$ cat config.mk
export PLATFORM = sky130hd
export DESIGN_NAME = mem_map_decoder
export DESIGN_NICKNAME = d
export VERILOG_FILES = /design/src/logic/mem_map_pkg.sv /design/src/logic/mem_map_decoder.sv /design/src/logic/prog_space_decode.sv
export SDC_FILE = /design/constraint.sdc
export NUM_CORES = 1
export LEC_CHECK = 0
export ABC_AREA = 1
export BUFFER_PORTS_ARGS = -buffer_cell sky130_fd_sc_hd__buf_2
export CAP_MARGIN = 25
export CELL_PAD_IN_SITES_DETAIL_PLACEMENT = 0
export CELL_PAD_IN_SITES_GLOBAL_PLACEMENT = 2
export CORE_MARGIN = 2
export CORE_UTILIZATION = 24
export DETAILED_ROUTE_END_ITERATION = 6
export PLACE_DENSITY_LB_ADDON = 0.1
export SYNTH_ARGS = -nofsm -noshare
export SYNTH_HDL_FRONTEND = slang
export SYNTH_HIERARCHICAL = 1
export SYNTH_SLANG_ARGS = --single-unit
$ cat constraint.sdc
create_clock -name mclk -period 5.7 [get_ports mclk]
set_clock_uncertainty 0.15 [all_clocks]
set_input_delay 0.57 -clock mclk [delete_from_list [all_inputs] [get_ports mclk]]
set_output_delay 0.57 -clock mclk [all_outputs]
set_load 0.03 [all_outputs]
$ cat src/logic/mem_map_pkg.sv
// memory map constants and target encoding for the address decoder
// assumes: 16-bit data space, 23-bit paged program space
package mem_map_pkg;

  // ------------------------------------------------------------
  // address map
  // ------------------------------------------------------------
  localparam logic [15:0] MMR_HI        = 16'h007F;
  localparam logic [15:0] PAGE_REG_ADDR = 16'h001E;
  localparam logic [15:0] DPRAM_LO      = 16'h0080;
  localparam logic [15:0] DPRAM_HI      = 16'h1FFF;
  localparam logic [15:0] SPRAM_D_LO    = 16'h2000;
  localparam logic [15:0] SPRAM_D_HI    = 16'h7FFF;
  localparam logic [15:0] OVL_LIMIT     = 16'h8000;
  localparam logic [15:0] ROM_BASE      = 16'hC000;
  localparam logic [22:0] SPRAM_P_LO    = 23'h018000;
  localparam logic [22:0] SPRAM_P_HI    = 23'h01FFFF;
  localparam logic [22:0] HP_RD_LO      = 23'h001000;
  localparam logic [22:0] HP_RD_HI      = 23'h001FFF;
  localparam logic [2:0]  SPRAM_P_BLK0  = 3'h3;
  localparam logic [2:0]  SPRAM_D_BLK0  = 3'h1;

  // ------------------------------------------------------------
  // reset values and vectors
  // ------------------------------------------------------------
  localparam logic [15:0] PAGE_RESET    = 16'h0000;
  localparam logic [8:0]  VPTR_RESET    = 9'h1FF;
  localparam logic [15:0] BOOT_VEC      = 16'hFF80;
  localparam logic [1:0]  VEC_PAD       = 2'h0;

  typedef enum logic [2:0] {
    T_NONE    = 3'b000,
    T_ROM     = 3'b001,
    T_DPRAM   = 3'b010,
    T_SPRAM   = 3'b011,
    T_EXT     = 3'b100,
    T_BLOCKED = 3'b101,
    T_MMR     = 3'b110
  } target_e;

endpackage

$ cat src/logic/mem_map_decoder.sv
// memory map, program paging and vector relocation decoder
// assumes: requests are one-cycle strobes synchronous to mclk; arrays and
// external bus sit outside and act on the registered targets
//
// What this block does
// - rom select pin low at reset starts execution at FF80h.
// - on-chip ROM is decoded only in program space.
// - dual-access RAM is four 2K blocks, two accesses per cycle.
// - dual-access RAM at data 0080h-1FFFh, also program when overlay set.
// - single-access RAM is seven 8K blocks, one access each per cycle.
// - data 2000h-7FFFh RAM also appears in program space with overlay.
// - program 18000h-1FFFFh RAM appears in data space with data-map bit.
// - protect bit blocks on-chip access by externally fetched code.
// - with protect, host reads only 1000h-1FFFh; writes always allowed.
// - unmapped program addresses become external accesses.
// - unmapped data addresses go external; on-chip hits have no waits.
// - vectors four words apart; taking one loads the program counter.
// - vectors sit at the 128-word page chosen by the vector pointer.
// - reset sets vector pointer to all ones, reset vector at FF80h.
// - program address is 23 bits, page from the page register.
// - with overlay, offsets 0000-7FFF of every page map to page 0.
// - on-chip ROM appears on program page 0 only.
// - page register at data 001Eh, read/write, cleared by reset.
// - far branch, call, return and data writes to 001Eh load the page register.
// - table read/write use the low 23 accumulator bits.
// - data space is 64K words and not paged.
`timescale 1ns/1ns
module mem_map_decoder
#(
  parameter int PAGE_W = 7
)
(
  // clock, reset, enable
  input  wire logic                mclk,
  input  wire logic                rstn,
  input  wire logic                clk_en,
  // strap and mode bits
  input  wire logic                rom_select_pin,
  input  wire logic                ram_overlay_bit,
  input  wire logic                rom_to_data_map_bit,
  input  wire logic                memory_protect_bit,
  input  wire logic                vptr_load,
  input  wire logic [8:0]          vptr_value,
  // program fetch
  input  wire logic                fetch_req,
  input  wire logic [15:0]         fetch_addr,
  input  wire logic                fetch_from_ext,
  // far branch, call, return
  input  wire logic                far_load,
  input  wire logic [22:0]         far_target,
  // table read and write
  input  wire logic                tbl_req,
  input  wire logic [39:0]         tbl_acc,
  input  wire logic                tbl_from_ext,
  // vectors
  input  wire logic                vec_take,
  input  wire logic [4:0]          vec_num,
  // data access
  input  wire logic                data_req,
  input  wire logic                data_we,
  input  wire logic [15:0]         data_addr,
  input  wire logic [15:0]         data_wdata,
  input  wire logic                data_from_ext,
  // host port
  input  wire logic                hp_req,
  input  wire logic                hp_we,
  input  wire logic [22:0]         hp_addr,
  // decoded program side
  output mem_map_pkg::target_e     fetch_target,
  output logic      [22:0]         fetch_phys,
  output logic      [2:0]          fetch_blk,
  output mem_map_pkg::target_e     tbl_target,
  output logic      [22:0]         tbl_phys,
  output logic      [2:0]          tbl_blk,
  // decoded data side
  output mem_map_pkg::target_e     data_target,
  output logic      [2:0]          data_blk,
  output logic      [15:0]         data_rdata,
  output logic                     data_rvalid,
  output logic                     spram_conflict,
  // host answer
  output logic                     hp_grant,
  output logic                     hp_refused,
  // program counter load and state
  output logic                     pc_load,
  output logic      [15:0]         pc_value,
  output logic      [15:0]         program_page_register,
  output logic      [8:0]          vector_page_pointer,
  output logic                     rom_enabled
);

  if (PAGE_W < 1 || PAGE_W > 7)
  begin : g_bad_page_w
    $error("PAGE_W must lie between 1 and 7");
  end

  logic                 boot_pending;
  logic [22:0]          fetch_full;
  mem_map_pkg::target_e next_fetch_target;
  logic [22:0]          next_fetch_phys;
  logic [2:0]           next_fetch_blk;
  mem_map_pkg::target_e next_tbl_target;
  logic [22:0]          next_tbl_phys;
  logic [2:0]           next_tbl_blk;
  mem_map_pkg::target_e next_data_target;
  logic [2:0]           next_data_blk;
  logic                 page_wr;
  logic                 hp_rd_ok;

  // ------------------------------------------------------------
  // strap, vector pointer, page register
  // ------------------------------------------------------------
  // strap caught in the synchronous reset branch, so it is the level at release
  always_ff @(posedge mclk)
  begin
    if (!rstn)
      rom_enabled <= !rom_select_pin;
  end

  always_ff @(posedge mclk)
  begin
    if (!rstn)
      vector_page_pointer <= mem_map_pkg::VPTR_RESET;
    else if (clk_en && vptr_load)
      vector_page_pointer <= vptr_value;
  end

  assign page_wr = data_req && data_we && data_addr == mem_map_pkg::PAGE_REG_ADDR
                   && !(memory_protect_bit && data_from_ext);

  // far load wins over a same-cycle register write
  always_ff @(posedge mclk)
  begin
    if (!rstn)
      program_page_register <= mem_map_pkg::PAGE_RESET;
    else if (clk_en && far_load)
      program_page_register <= 16'(far_target[16 +: PAGE_W]);
    else if (clk_en && page_wr)
      program_page_register <= 16'(data_wdata[PAGE_W-1:0]);
  end

  // ------------------------------------------------------------
  // program side decode
  // ------------------------------------------------------------
  assign fetch_full = {7'(program_page_register[PAGE_W-1:0]), fetch_addr};

  prog_space_decode u_fetch_dec
  (
    .addr     (fetch_full),
    .from_ext (fetch_from_ext),
    .rom_en   (rom_enabled),
    .ovl      (ram_overlay_bit),
    .protect  (memory_protect_bit),
    .target   (next_fetch_target),
    .phys     (next_fetch_phys),
    .blk      (next_fetch_blk)
  );

  prog_space_decode u_tbl_dec
  (
    .addr     (tbl_acc[22:0]),
    .from_ext (tbl_from_ext),
    .rom_en   (rom_enabled),
    .ovl      (ram_overlay_bit),
    .protect  (memory_protect_bit),
    .target   (next_tbl_target),
    .phys     (next_tbl_phys),
    .blk      (next_tbl_blk)
  );

  // mode bits are read live each access, no shadow copy
  always_ff @(posedge mclk)
  begin
    if (!rstn)
    begin
      fetch_target <= mem_map_pkg::T_NONE;
      fetch_phys   <= 23'h000000;
      fetch_blk    <= 3'h0;
      tbl_target   <= mem_map_pkg::T_NONE;
      tbl_phys     <= 23'h000000;
      tbl_blk      <= 3'h0;
    end
    else if (clk_en)
    begin
      fetch_target <= fetch_req ? next_fetch_target : mem_map_pkg::T_NONE;
      fetch_phys   <= next_fetch_phys;
      fetch_blk    <= next_fetch_blk;
      tbl_target   <= tbl_req ? next_tbl_target : mem_map_pkg::T_NONE;
      tbl_phys     <= next_tbl_phys;
      tbl_blk      <= next_tbl_blk;
    end
  end

  // ------------------------------------------------------------
  // data side decode
  // ------------------------------------------------------------
  // ROM never answers here; only RAM and registers are on-chip in data space
  always_comb
  begin
    next_data_target = mem_map_pkg::T_EXT;
    next_data_blk    = 3'h0;
    if (data_addr <= mem_map_pkg::MMR_HI)
      next_data_target = mem_map_pkg::T_MMR;
    else if (data_addr <= mem_map_pkg::DPRAM_HI)
    begin
      next_data_target = mem_map_pkg::T_DPRAM;
      next_data_blk    = {1'b0, data_addr[12:11]};
    end
    else if (data_addr <= mem_map_pkg::SPRAM_D_HI)
    begin
      next_data_target = mem_map_pkg::T_SPRAM;
      next_data_blk    = 3'(data_addr[15:13] - mem_map_pkg::SPRAM_D_BLK0);
    end
    else if (rom_to_data_map_bit)
    begin
      next_data_target = mem_map_pkg::T_SPRAM;
      next_data_blk    = 3'(mem_map_pkg::SPRAM_P_BLK0 + {1'b0, data_addr[14:13]});
    end
    if (memory_protect_bit && data_from_ext && next_data_target != mem_map_pkg::T_EXT)
      next_data_target = mem_map_pkg::T_BLOCKED;
  end

  always_ff @(posedge mclk)
  begin
    if (!rstn)
    begin
      data_target <= mem_map_pkg::T_NONE;
      data_blk    <= 3'h0;
      data_rdata  <= 16'h0000;
      data_rvalid <= 1'b0;
    end
    else if (clk_en)
    begin
      data_target <= data_req ? next_data_target : mem_map_pkg::T_NONE;
      data_blk    <= next_data_blk;
      data_rvalid <= data_req && !data_we && next_data_target == mem_map_pkg::T_MMR;
      if (data_req && !data_we && data_addr == mem_map_pkg::PAGE_REG_ADDR)
        data_rdata <= program_page_register;
      else
        data_rdata <= 16'h0000;
    end
  end

  // dual-access blocks tolerate a shared cycle, single-access ones do not
  always_ff @(posedge mclk)
  begin
    if (!rstn)
      spram_conflict <= 1'b0;
    else if (clk_en)
      spram_conflict <= data_req && next_data_target == mem_map_pkg::T_SPRAM
        && ((fetch_req && next_fetch_target == mem_map_pkg::T_SPRAM
             && next_fetch_blk == next_data_blk)
         || (tbl_req && next_tbl_target == mem_map_pkg::T_SPRAM
             && next_tbl_blk == next_data_blk));
  end

  // ------------------------------------------------------------
  // host port filter
  // ------------------------------------------------------------
  assign hp_rd_ok = !memory_protect_bit
                    || (hp_addr >= mem_map_pkg::HP_RD_LO && hp_addr <= mem_map_pkg::HP_RD_HI);

  always_ff @(posedge mclk)
  begin
    if (!rstn)
    begin
      hp_grant   <= 1'b0;
      hp_refused <= 1'b0;
    end
    else if (clk_en)
    begin
      hp_grant   <= hp_req && (hp_we || hp_rd_ok);
      hp_refused <= hp_req && !hp_we && !hp_rd_ok;
    end
  end

  // ------------------------------------------------------------
  // vectors and boot
  // ------------------------------------------------------------
  // boot vector comes first after release; vectors never touch the page
  always_ff @(posedge mclk)
  begin
    if (!rstn)
    begin
      boot_pending <= 1'b1;
      pc_load      <= 1'b0;
      pc_value     <= 16'h0000;
    end
    else if (clk_en)
    begin
      pc_load <= boot_pending || vec_take;
      if (boot_pending)
      begin
        boot_pending <= 1'b0;
        pc_value     <= mem_map_pkg::BOOT_VEC;
      end
      else if (vec_take)
        pc_value <= {vector_page_pointer, vec_num, mem_map_pkg::VEC_PAD};
    end
  end
endmodule

$ cat src/logic/prog_space_decode.sv
// combinational decode of one 23-bit program address
// assumes: mode bits are already valid for the current access
`timescale 1ns/1ns
module prog_space_decode
(
  // address and origin
  input  wire logic [22:0]         addr,
  input  wire logic                from_ext,
  // mode bits
  input  wire logic                rom_en,
  input  wire logic                ovl,
  input  wire logic                protect,
  // result
  output mem_map_pkg::target_e     target,
  output logic      [22:0]         phys,
  output logic      [2:0]          blk
);

  logic [15:0] off;
  logic [6:0]  page;

  assign off  = addr[15:0];
  assign page = addr[22:16];

  always_comb
  begin
    target = mem_map_pkg::T_EXT;
    phys   = addr;
    blk    = 3'h0;
    if (ovl && off < mem_map_pkg::OVL_LIMIT)
    begin
      // common block: every page folds onto page 0
      phys = {7'h00, off};
      if (off >= mem_map_pkg::DPRAM_LO && off <= mem_map_pkg::DPRAM_HI)
      begin
        target = mem_map_pkg::T_DPRAM;
        blk    = {1'b0, off[12:11]};
      end
      else if (off >= mem_map_pkg::SPRAM_D_LO)
      begin
        target = mem_map_pkg::T_SPRAM;
        blk    = 3'(off[15:13] - mem_map_pkg::SPRAM_D_BLK0);
      end
    end
    else if (rom_en && page == 7'h00 && off >= mem_map_pkg::ROM_BASE)
    begin
      target = mem_map_pkg::T_ROM;
    end
    else if (addr >= mem_map_pkg::SPRAM_P_LO && addr <= mem_map_pkg::SPRAM_P_HI)
    begin
      target = mem_map_pkg::T_SPRAM;
      blk    = 3'(mem_map_pkg::SPRAM_P_BLK0 + {1'b0, addr[14:13]});
    end
    // everything else falls through to the external bus
    if (protect && from_ext && target != mem_map_pkg::T_EXT)
      target = mem_map_pkg::T_BLOCKED;
  end

endmodule

Word level (Yosys, flattened, before mapping)
Index checks and enable logic that the tools add are counted.
{ "totals": {"register_bits": 119, "input_bits": 167, "output_inout_bits": 127, "wordCells": 145} }
{ "classes": {"addsub": 6, "order_cmp": 19, "n_eq_ne": 10, "mux": 41, "reduce_logical": 50} }
{ "ops": {"columns": ["cell", "n"], "rows": [
  ["2-to-1 mux 3 bit", 34],
  ["<= comparator 16 x 13 -> 1 bit, second input constant", 3],
  [">= comparator 23 x 17 -> 1 bit, second input constant", 2],
  ["<= comparator 23 x 17 -> 1 bit, second input constant", 2],
  ["2-to-1 mux 23 bit", 2],
  ["logical AND 1 bit", 35],
  [">= comparator 16 x 14 -> 1 bit, second input constant", 2],
  [">= comparator 16 bit, second input constant", 2],
  [">= comparator 16 x 8 -> 1 bit, second input constant", 2],
  ["< comparator 16 bit, second input constant", 2],
  ["2-to-1 mux 16 bit", 2],
  [">= comparator 23 x 13 -> 1 bit, second input constant", 1],
  ["<= comparator 23 x 13 -> 1 bit, second input constant", 1],
  ["2-to-1 mux 7 bit", 3],
  ["equality test 16 x 5 -> 1 bit, second input constant", 1],
  ["<= comparator 16 x 15 -> 1 bit, second input constant", 1],
  ["<= comparator 16 x 7 -> 1 bit, second input constant", 1],
  ["zero test 7 bit", 2],
  ["adder 2 x 2 -> 3 bit, first input constant", 3],
  ["equality test 3 x 2 -> 1 bit, second input constant", 3],
  ["!= test 3 bit, second input constant", 3],
  ["subtractor 3 x 1 -> 3 bit, second input constant", 3],
  ["equality test 3 bit", 2],
  ["zero test 1 bit", 6],
  ["4 further kinds", 8]
]} }

Longest topological paths before layout
Gate-level depths: netlist of the first run.
{ "depth": {"word_depth": 13, "mapped_depth": 20, "ltp_nobuf": 20} }

Hierarchy
The synthesis of the first run kept the hierarchy.
{ "by_module_without_submodules": {"columns": ["mod", "instances", "cells_each", "area_per_inst_um2", "seq_area_each_um2"], "rows": [
  ["mem_map_decoder", 1, 574, 4364.2, 2172.1],
  ["prog_space_decode", 2, 118, 608.1, 0.0]
]} }

Worst setup path before layout of the first run
No wires, ideal clock.
{ "synth_timing": {"kind": "input -> register", "from": "input fetch_addr[14]", "to": "register spram_conflict", "setup_time_ns": 0.070, "t_arrival_ns": 1.940, "required_time_ns": 5.480, "slack_ns": 3.539, "cell_stages": 17, "n_path_buf": 0, "cell_sequence": "inv_1 > ha_1 > nor3b_1 > nand4_1 > nand3_1 > nand2_1 > nand2_1 > nand2_1 > inv_1 > nand2_1 > nor3b_1 > nand2_1 > nor2_1 > nand3_1 > nand2_1 > nand2_1 > a21oi_1"} }
{ "synth_between": {"elab_chain_len": 13, "word_cells_on_any_way": 32, "cone_classes": "add/sub (2); order compare (7); eq/ne (3); mux (11); reduce/logical (9)"} }
{ "synth_lines": {"columns": ["element", "line", "text"], "rows": [
  ["start, declared", "mem_map_decoder.sv:46", "input wire logic [15:0] fetch_addr,"],
  [">= comparator 23 x 17 -> 1 bit / <= comparator 23 x 17 -> 1 bit (equally long branches)", "prog_space_decode.sv:49", "else if (addr >= mem_map_pkg::SPRAM_P_LO && addr <= mem_map_pkg::SPRAM_P_HI)"],
  ["logical AND 1 bit", "prog_space_decode.sv:49", null],
  ["2-to-1 mux 3 bit", "prog_space_decode.sv:49", null],
  ["2-to-1 mux 3 bit", "prog_space_decode.sv:45", "else if (rom_en && page == 7'h00 && off >= mem_map_pkg::ROM_BASE)"],
  ["2-to-1 mux 3 bit (*)", "prog_space_decode.sv:30", "if (ovl && off < mem_map_pkg::OVL_LIMIT)"],
  ["!= test 3 bit", "prog_space_decode.sv:55", "if (protect && from_ext && target != mem_map_pkg::T_EXT)"],
  ["logical AND 1 bit", "prog_space_decode.sv:55", null],
  ["2-to-1 mux 3 bit (*)", "prog_space_decode.sv:55", null],
  ["via next_fetch_target[1]", "mem_map_decoder.sv:99", "mem_map_pkg::target_e next_fetch_target;"],
  ["equality test 3 x 2 -> 1 bit (*)", "mem_map_decoder.sv:251", "&& ((fetch_req && next_fetch_target == mem_map_pkg::T_SPRAM"],
  ["logical AND 1 bit (*)", "mem_map_decoder.sv:251", null],
  ["logical AND 1 bit (*)", "mem_map_decoder.sv:252", "&& next_fetch_blk == next_data_blk)"],
  ["logical OR 1 bit (*)", "mem_map_decoder.sv:253", "|| (tbl_req && next_tbl_target == mem_map_pkg::T_SPRAM"],
  ["logical AND 1 bit (*)", "mem_map_decoder.sv:251", null],
  ["end signal, assigned", "mem_map_decoder.sv:250", "spram_conflict <= data_req && next_data_target == mem_map_pkg::T_SPRAM"],
  ["end, declared", "mem_map_decoder.sv:80", "output logic spram_conflict,"]
]} }
The timed path passes the listed nets; every way through them passes the cells marked *.
A chain may end at the register's enable or synchronous reset.

Final worst setup path of the first run
{ "layout_timing": {"from": "input rstn", "to": "register rom_enabled (enable)"} }
{ "layout_lines": {"columns": ["element", "line", "text"], "rows": [
  ["start, declared", "mem_map_decoder.sv:35", "input wire logic rstn,"],
  ["end signal, assigned", "mem_map_decoder.sv:117", "rom_enabled <= !rom_select_pin;"],
  ["end, declared", "mem_map_decoder.sv:89", "output logic rom_enabled"]
]} }
No word-level cell between the ends.

==> flow_summary.json, run 1 <==
{
  "ys_top_cells_by_count": "nor2_1 (176), nand2_1 (142), dfxtp_1 (107)",
  "post-dp-hpwl_mm": 14.0,
  "timing.final.crit_share_pct": 44.7,
  "fillerInstances": 2600,
  "synth_largest_area_cell": "dfxtp_1",
  "syn-mean-instance-area_sq_um": 6.89,
  "globalRoute.totalOverflow": 0,
  "antenna_diode_count": 0,
  "drv_slew": 0,
  "cp_slowest_stage_delay_ns": 0.93,
  "final_cell_count_no_fill": 1269,
  "power.density_nw_per_um2": 274,
  "netlist_instances": 810,
  "max_freq_ghz": 0.393,
  "min_path_type": "in2reg",
  "postSynth.topFlopCell": "dfxtp_1",
  "routabilityCongestion": 0.713,
  "placement_rows": 55,
  "drt.antenna.violating_nets": 0,
  "synth.most_common_cell": "nor2_1",
  "die_w_microns": 156,
  "fin_worst_hold_slack_ns": 0.248,
  "ys_types": 36,
  "grt_antenna_before_repair": 0,
  "wire_per_inst_microns": 14.8,
  "reported_max_cap_violation_count": 0,
  "crit_path_cell_trace": "buf_2, buf_4, clkinv_1",
  "postCtsSetupBuffers": 0,
  "critical_path.endpoint_type": "flip-flop",
  "maximum_number_of_pins_on_one_net_before_global_route_repair": 84,
  "i_o_pins": 294,
  "clock-root-buffer": "clkbuf_16",
  "synth.cell_area_sq_um": 5580,
  "final_layout_size_suffix_gt1_share_pct": 28.9,
  "placedCellCount": 1253,
  "cp_top_family": "buffers and inverters",
  "cp_slowest_cell": "clkinv_1",
  "dr.first_iter.drc_count": 226,
  "detail_route.vias_per_cell": 4.28,
  "clock_sinks": 108,
  "via_count": 5433,
  "setup_viol_count_final": 0,
  "core_area_sq_um": 22700,
  "synthesis.yosys.warnings": 6,
  "grt_pass1_wl_mm": 29.1,
  "final_hold_viol_count": 0,
  "slew_headroom_pct": 40.2,
  "first_global_vias": 5188,
  "postSynthRegisterBits": 108,
  "worst-path-max-fanout": 83,
  "ys_async_sr_fraction_pct": 0,
  "route.detailed.drc": 0,
  "path_clk_slew_ns": 0.09,
  "post-route-min-period_ns": 2.55,
  "postRouteWirelength_mm": 18.8,
  "ys_top_cells_by_area": "dfxtp_1 (38%), nor2_1 (12%), nand2_1 (9.6%)",
  "synth_top_area_share_pct": 38.4,
  "tritoncts.num_buffers": 9,
  "ctsLongestPathBuffers": 2,
  "placed_cell_area_sq_um": 6610,
  "cp-start-kind": "primary input",
  "timing_worst_setup_path_type": "in2reg",
  "grt_total_usage_pct": 15.3,
  "final_setup_tns_ns": 0,
  "max-vdd-ir-drop_v": 0.000120,
  "die_h_microns": 156,
  "required_time_at_the_endpoint_of_the_critical_path_ns": 5.40,
  "place.port_buffers": 219,
  "cts_tree": "built",
  "regArea_sq_um": 2170,
  "holdBufCountCts": 0,
  "clock_insertion_delay_worst_skew_ns": 0.36,
  "final_core_utilization_pct": 30.4,
  "critPathBufInv": 3,
  "syn_to_final_growth_pct": 23.8,
  "multi_input_area_sq_um": 2710,
  "yosysSeqAreaShare_pct": 38.9,
  "dr.pass1.iters": 5,
  "ctsHtreeMaxLevel": 3,
  "run_status": "finished clean",
  "nNetsFinal": 1155,
  "synth-edff-count": 1,
  "rsz_0062_raised_after_global_routing": "no",
  "floorplan.die_area_sq_um": 24500,
  "arrival_ns": 2.25,
  "finalInstanceArea_sq_um": 6910,
  "tightestPinTransition_ns": 0.897,
  "start_util_pct": 24.6,
  "leakage_nw": 3.48,
  "cts_resized": 0
}
cell type report:
cell class                 count  share of cell area [%]
clock buffer                   9                    3.26
tap                          285                    5.16
sequential                   108                    31.4
timing repair buffer         223                    16.3
inverter                      63                    3.46
clock inverter                 7                    1.14
multi-input combinational    574                    39.3
power by group:
| group | switching [mW] | internal, mW |
|---|---|---|
| combinational | 0.282 | 0.119 |
| sequential | 0.0279 | 0.802 |
| clock | 0.349 | 0.315 |
| total | 0.659 | 1.24 |
through the flow:
step	setup slack (ns)	power (mW)
after global placement	2.63	1.26
after detailed placement	2.68	1.26
after CTS	3.08	1.93
after floorplan	3.54	1.13
final	3.15	1.89
after global routing	2.84	2.00
path summary, 6_finish.rpt:
| path | from | to | slack (ns) | cells after the start |
|---|---|---|---|---|
| max | rstn | rom_enabled | 3.15 | 3 |
| min | vptr_value[2] | vector_page_pointer[2] | 0.25 | 3 |
| max reg2reg | program_page_register[0] | spram_conflict | 3.47 | 18 |
| min reg2reg | tbl_target[0] | tbl_target[0] | 0.32 | 2 |
cells by family after synthesis:
group,count (synthesis),share of synthesized area [%]
muxes,7,1.41
DFF,108,38.9
and+or+nand+nor,418,32.9
adders and majority gates,9,2.02
other,1,0.0672
AOI/OAI and AO/OA,120,10.9
buffers and inverters,147,13.7
worst reg2reg max path: cells and delay by family (launching register included):
kind | cells | cell delay, ns
AND/OR/NAND/NOR | 15 | 1.26
AO/OA/AOI/OAI | 1 | 0.10
buffers and inverters | 2 | 0.22
flip-flops | 1 | 0.42
metal layers:
metal / track usage, % / up-vias / routed length [microns] / share of wire, %
met5: 0 / - / 0 / 0
met4: 4.19 / 0 / 186 / 0.99
met3: 2.82 / 10 / 1220 / 6.5
met1: 20.8 / 2401 / 8830 / 47
met2: 25.0 / 167 / 8570 / 46
li1: - / 2855 / - / -
layout by cell type (no fill, tap or decap), types with 4 or more instances in the layout:
cell       instances
nand3_1           51
buf_2            219
inv_6              4
a21oi_1           37
nor2_1           176
buf_4              4
nor3_2             4
nand4_1            4
o21ai_0           68
inv_1             49
nor3b_1            4
o21ai_1           12
nor3_1            11
nand2_4            5
nand3b_1           4
inv_2             11
clkbuf_16          9
mux2_2             7
nand2_2            5
nand2_1          142
dfxtp_1          107
conb_1            20
ha_1               9
state kept, by name, indices dropped and copies added, names as in the netlist, 7 cells and up:
signal                 cells
vector_page_pointer        9
data_rdata                 7
program_page_register      7
fetch_phys                23
tbl_phys                  23
pc_value                  14
Note: power is estimated with default switching activity, not from simulation.
==> run 2, diff against run 1 <==
--- a/config.mk
+++ b/config.mk
@@ -11,7 +11,7 @@
 export CELL_PAD_IN_SITES_DETAIL_PLACEMENT = 0
 export CELL_PAD_IN_SITES_GLOBAL_PLACEMENT = 2
 export CORE_MARGIN = 2
-export CORE_UTILIZATION = 24
+export CORE_UTILIZATION = 20
 export DETAILED_ROUTE_END_ITERATION = 6
 export PLACE_DENSITY_LB_ADDON = 0.1
 export SYNTH_ARGS = -nofsm -noshare
==> constraint.sdc (replaced) <==
create_clock -name mclk -period 2.2 [get_ports mclk]
set_clock_uncertainty 0.15 [all_clocks]
set_input_delay 0.22 -clock mclk [delete_from_list [all_inputs] [get_ports mclk]]
set_output_delay 0.22 -clock mclk [all_outputs]
set_load 0.03 [all_outputs]
==> flow_summary.json, run 2 (synthesis gave the netlist of run 1 again) <==
{
  "run_status": "finished clean",
  "maximum_number_of_pins_on_one_net_before_global_route_repair": 50,
  "worst-path-max-fanout": 3,
  "slew_headroom_pct": 61.0,
  "path_clk_slew_ns": 0.09,
  "post-dp-hpwl_mm": 15.9,
  "final_layout_size_suffix_gt1_share_pct": 31.7,
  "grt_pass1_wl_mm": 31.5,
  "route.detailed.drc": 0,
  "required_time_at_the_endpoint_of_the_critical_path_ns": 2.35,
  "top_regs": "fetch_phys: 23 flops, tbl_phys: 23 flops, pc_value: 14 flops",
  "arrival_ns": 2.24,
  "detail_route.vias_per_cell": 3.95,
  "nNetsFinal": 1242,
  "power.density_nw_per_um2": 651,
  "final_hold_viol_count": 0,
  "dr.first_iter.drc_count": 243,
  "grt_antenna_before_repair": 0,
  "globalRoute.totalOverflow": 0,
  "cp-start-kind": "flip-flop",
  "placedCellCount": 1393,
  "drv_slew": 0,
  "layout.cells.most_common_list": "buf_2 (219), nor2_1 (175), nand2_1 (139), dfxtp_1 (104), o21ai_0 (68)",
  "routabilityCongestion": 0.745,
  "syn_to_final_growth_pct": 39.9,
  "fillerInstances": 3156,
  "placement_rows": 61,
  "max_freq_ghz": 0.479,
  "design_power_total_mw": 5.08,
  "final_setup_tns_ns": 0,
  "worst_slack_ns": 0.111,
  "timing.final.crit_share_pct": 95.0,
  "dr.pass1.iters": 4,
  "placed_cell_area_sq_um": 7080,
  "layout.cells.most_common": "buf_2",
  "ctsHtreeMaxLevel": 3,
  "place_ws_ns": -0.0705,
  "min_path_type": "in2reg",
  "ctsLongestPathBuffers": 2,
  "die_h_microns": 171,
  "rsz_0062_raised_after_global_routing": "yes",
  "grt_total_usage_pct": 14.0,
  "crit_path_top_cell_by_count": "nand2_1",
  "max-vdd-ir-drop_v": 0.000281,
  "antenna_diode_count": 0,
  "start_util_pct": 20.2,
  "tritoncts.num_buffers": 9,
  "leakage_nw": 3.88,
  "core_area_sq_um": 27600,
  "timing_worst_setup_path_type": "reg2reg",
  "crit_path_cell_trace": "nand3_1, nor2_1, nor2_1, nand2_4, nand3_2, nand2_1, inv_1, nand2_1, nor3b_1, nand2_1, nor2_1, nand3_1, nand2_1, nand2_1, a21oi_1",
  "cts_tree": "built",
  "critical_path.endpoint_type": "flip-flop",
  "wire_per_inst_microns": 14.2,
  "clock_sinks": 108,
  "setup_viol_count_final": 0,
  "clock_insertion_delay_worst_skew_ns": 0.36,
  "finalInstanceArea_sq_um": 7810,
  "final_cell_count_no_fill": 1449,
  "place.port_buffers": 219,
  "postRouteWirelength_mm": 20.6,
  "tightestPinTransition_ns": 0.585,
  "first_global_vias": 5671,
  "via_count": 5726,
  "i_o_pins": 294,
  "post-route-min-period_ns": 2.09,
  "reported_max_cap_violation_count": 0,
  "cp_top_family": "simple AND/OR/NAND/NOR gates",
  "drt.antenna.violating_nets": 0,
  "die_w_microns": 171,
  "clock-root-buffer": "clkbuf_16",
  "floorplan.die_area_sq_um": 29300,
  "critPathBufInv": 1,
  "cp_slowest_stage_delay_ns": 0.51,
  "cp_slowest_cell": "edfxtp_1"
}
-- run 2: worst reg2reg max path, stage by stage, from the launching register on --
cell and delay (ns):
edfxtp_1 0.51, nand3_1 0.13, nor2_1 0.06, nor2_1 0.17, nand2_4 0.08, nand3_2 0.06
nand2_1 0.05, inv_1 0.04, nand2_1 0.06, nor3b_1 0.21, nand2_1 0.08, nor2_1 0.10
nand3_1 0.10, nand2_1 0.09, nand2_1 0.05, a21oi_1 0.10
-- run 2: final timing paths --
path                    end        start  slack (ns)  depth (start not counted)
min reg2reg      hp_refused   hp_refused        0.32                          2
max          spram_conflict  rom_enabled        0.11                         15
max reg2reg  spram_conflict  rom_enabled        0.11                         15
min             tbl_phys[4]   tbl_acc[4]        0.01                          3
-- run 2: timing repair --
item | in CTS | in global routing
setup buffers | 0 | 0
endpoints found under the setup margin | 0 | 1
hold endpoints to repair | 41 | 0
resized for setup | 0 | 9
hold buffers | 40 | 0
-- run 2: report_power, final --
part	internal, mW	leakage (nW)	switching, mW	total, mW
logic	0.421	2.84	0.775	1.20
clock network	0.826	0.151	0.916	1.74
registers	2.08	0.895	0.0663	2.14
-- run 2: layout make-up --
class / instances / area (sq um) / share of cell area, %
Multi-Input combinational cell: 574 / 2730 / 35.0
Sequential cell: 108 / 2180 / 27.9
Inverter: 63 / 239 / 3.06
Clock inverter: 7 / 81.3 / 1.04
Clock buffer: 9 / 225 / 2.89
Timing Repair Buffer: 310 / 1880 / 24.1
Tap cell: 378 / 473 / 6.06
-- run 2: per-layer routing --
layer  global-route usage [%]  wire length (microns)
met1                     19.1                  10000
met2                     22.9                   9300
met3                     2.82                   1110
met4                     2.98                    160
met5                        0                      0
-- run 2: per-stage QoR --
stage,hold slack [ns],utilization (%)
finish,0.0109,28.3
global route,0.0127,28.3
CTS,0.000147,28.2
detailed placement,0.277,25.6
global placement,0.277,25.6
floorplan,0.183,-
==> run 3, diff against run 2 <==
--- a/config.mk
+++ b/config.mk
@@ -10,6 +10,7 @@
 export CAP_MARGIN = 25
 export CELL_PAD_IN_SITES_DETAIL_PLACEMENT = 0
 export CELL_PAD_IN_SITES_GLOBAL_PLACEMENT = 2
+export CORE_ASPECT_RATIO = 0.7
 export CORE_MARGIN = 2
 export CORE_UTILIZATION = 20
 export DETAILED_ROUTE_END_ITERATION = 6
==> flow_summary.json, run 3 (synthesis gave the netlist of run 1 again) <==
{
  "first_global_vias": 5576,
  "reported_max_cap_violation_count": 0,
  "final_layout_size_suffix_gt1_share_pct": 32.9,
  "floorplan.die_area_sq_um": 29300,
  "final_hold_viol_count": 0,
  "layout.cells.most_common": "buf_2",
  "syn_to_final_growth_pct": 40.9,
  "dr.first_iter.drc_count": 200,
  "post-dp-hpwl_mm": 16.2,
  "maximum_number_of_pins_on_one_net_before_global_route_repair": 83,
  "finalInstanceArea_sq_um": 7860,
  "max_freq_ghz": 0.470,
  "clock_insertion_delay_worst_skew_ns": 0.36,
  "dr.pass1.iters": 4,
  "design_power_total_mw": 4.97,
  "proportion_of_power_drawn_by_combinational_gates_pct": 24.8,
  "routabilityCongestion": 0.720,
  "post-route-min-period_ns": 2.13,
  "via_count": 5737,
  "cts_tree": "built",
  "die_h_microns": 144,
  "min_path_type": "in2reg",
  "run_status": "finished clean",
  "cp_slowest_stage_delay_ns": 0.33,
  "timing.final.crit_share_pct": 96.7,
  "antenna_diode_count": 0,
  "drv_slew": 0,
  "final_core_utilization_pct": 28.5,
  "placed_cell_area_sq_um": 7140,
  "start_util_pct": 20.2,
  "worst_slack_ns": 0.0722,
  "drt.antenna.violating_nets": 0,
  "max-vdd-ir-drop_v": 0.000349,
  "leakage_nw": 3.91,
  "place.port_buffers": 219,
  "placement_rows": 51,
  "clock-root-buffer": "clkbuf_16",
  "grt_pass1_wl_mm": 32.3,
  "total_switching_power_mw": 1.66,
  "final_cell_count_no_fill": 1446,
  "worst-path-max-fanout": 3,
  "fillerInstances": 3156,
  "worst-r2r-setup-slack_ns": 0.07,
  "rsz_0062_raised_after_global_routing": "yes",
  "power_report.internal_total_mw": 3.31,
  "detail_route.vias_per_cell": 3.97,
  "clock_power_share_pct": 32.0,
  "crit_path_top_cell_by_count": "nand2_1",
  "core_area_sq_um": 27600,
  "placedCellCount": 1391,
  "cp_slowest_cell": "dfxtp_2",
  "place_ws_ns": -0.111,
  "path_clk_slew_ns": 0.08,
  "postRouteWirelength_mm": 21.3,
  "netSwitchingFraction_pct": 33.4,
  "i_o_pins": 294,
  "critical_path.endpoint_type": "flip-flop",
  "final_setup_tns_ns": 0,
  "grt_antenna_before_repair": 0,
  "required_time_at_the_endpoint_of_the_critical_path_ns": 2.34,
  "layout.cells.most_common_list": "buf_2 (218), nor2_1 (173), nand2_1 (138), dfxtp_1 (104), o21ai_0 (68)",
  "cp-start-kind": "flip-flop",
  "setup_viol_count_final": 0,
  "timing_worst_setup_path_type": "reg2reg",
  "sequentialPowerShare_pct": 43.2,
  "clock_sinks": 108,
  "grt_total_usage_pct": 14.5,
  "tritoncts.num_buffers": 9,
  "ctsLongestPathBuffers": 2,
  "top_regs": "fetch_phys: 23 flops, tbl_phys: 23 flops, pc_value: 14 flops",
  "route.detailed.drc": 0,
  "die_w_microns": 204,
  "crit_path_cell_trace": "inv_2, nand2_4, nor2_4, nand2_2, nor2_1, nand2_1, nand2_2, nand2_4, nand2_2, nand2_1, inv_1, nand2_2, nor3b_2, nand2_1, nor2_1, nand3_1, nand2_1, nand2_1, a21oi_1",
  "arrival_ns": 2.27,
  "power.density_nw_per_um2": 632,
  "fin_worst_hold_slack_ns": 0.00923,
  "wire_per_inst_microns": 14.8,
  "nNetsFinal": 1248,
  "ctsHtreeMaxLevel": 3,
  "globalRoute.totalOverflow": 0
}
## run 3: repair_timing
item                                    in CTS  in global routing
hold buffers                                36                  0
buffers inserted                             1                  4
endpoints found under the setup margin       1                  1
gates resized for setup                      0                 18
pin swaps                                    0                 16
endpoints found under the hold margin       38                  0
## run 3: path summary, 6_finish.rpt
kind | from | endpoint | depth (start not counted)
hold / removal | tbl_acc[6] | tbl_phys[6] | 3
setup reg to reg | program_page_register[2] | spram_conflict | 19
hold reg to reg | fetch_target[2] | fetch_target[2] | 2
setup / recovery | program_page_register[2] | spram_conflict | 19
## run 3: final cells by class
class	instances	area [sq um]	area share (%)
repair buffers	316	1950	24.9
multi-input cells	574	2770	35.2
flip-flops and latches	108	2180	27.7
inverters	63	239	3.04
well taps	371	464	5.90
clock inverters	4	26.3	0.334
clock buffers	10	239	3.04
## run 3: worst max-delay path, delay by kind of cell (launching register included)
family / cells / cell delay [ns]
and+or+nand+nor: 16 / 1.33
DFF: 1 / 0.33
buffers and inverters: 2 / 0.13
AOI/OAI and AO/OA: 1 / 0.12
## run 3: power by group through the flow
stage | Combinational, mW | Clock (mW) | Sequential (mW)
after floorplan | 0.512 | 0 | 2.42
after global placement | 1.18 | 0 | 2.19
after detailed placement | 1.17 | 0 | 2.19
after CTS | 1.23 | 1.69 | 2.15
after global routing | 1.36 | 1.76 | 2.16
final | 1.23 | 1.59 | 2.15
## run 3: layer usage
layer	track usage (%)	routed length, microns	up-vias
li1	-	-	3039
met1	21.2	11300	2560
met5	0	0	-
met2	21.0	8690	124
met4	3.27	210	0
met3	3.67	1160	14
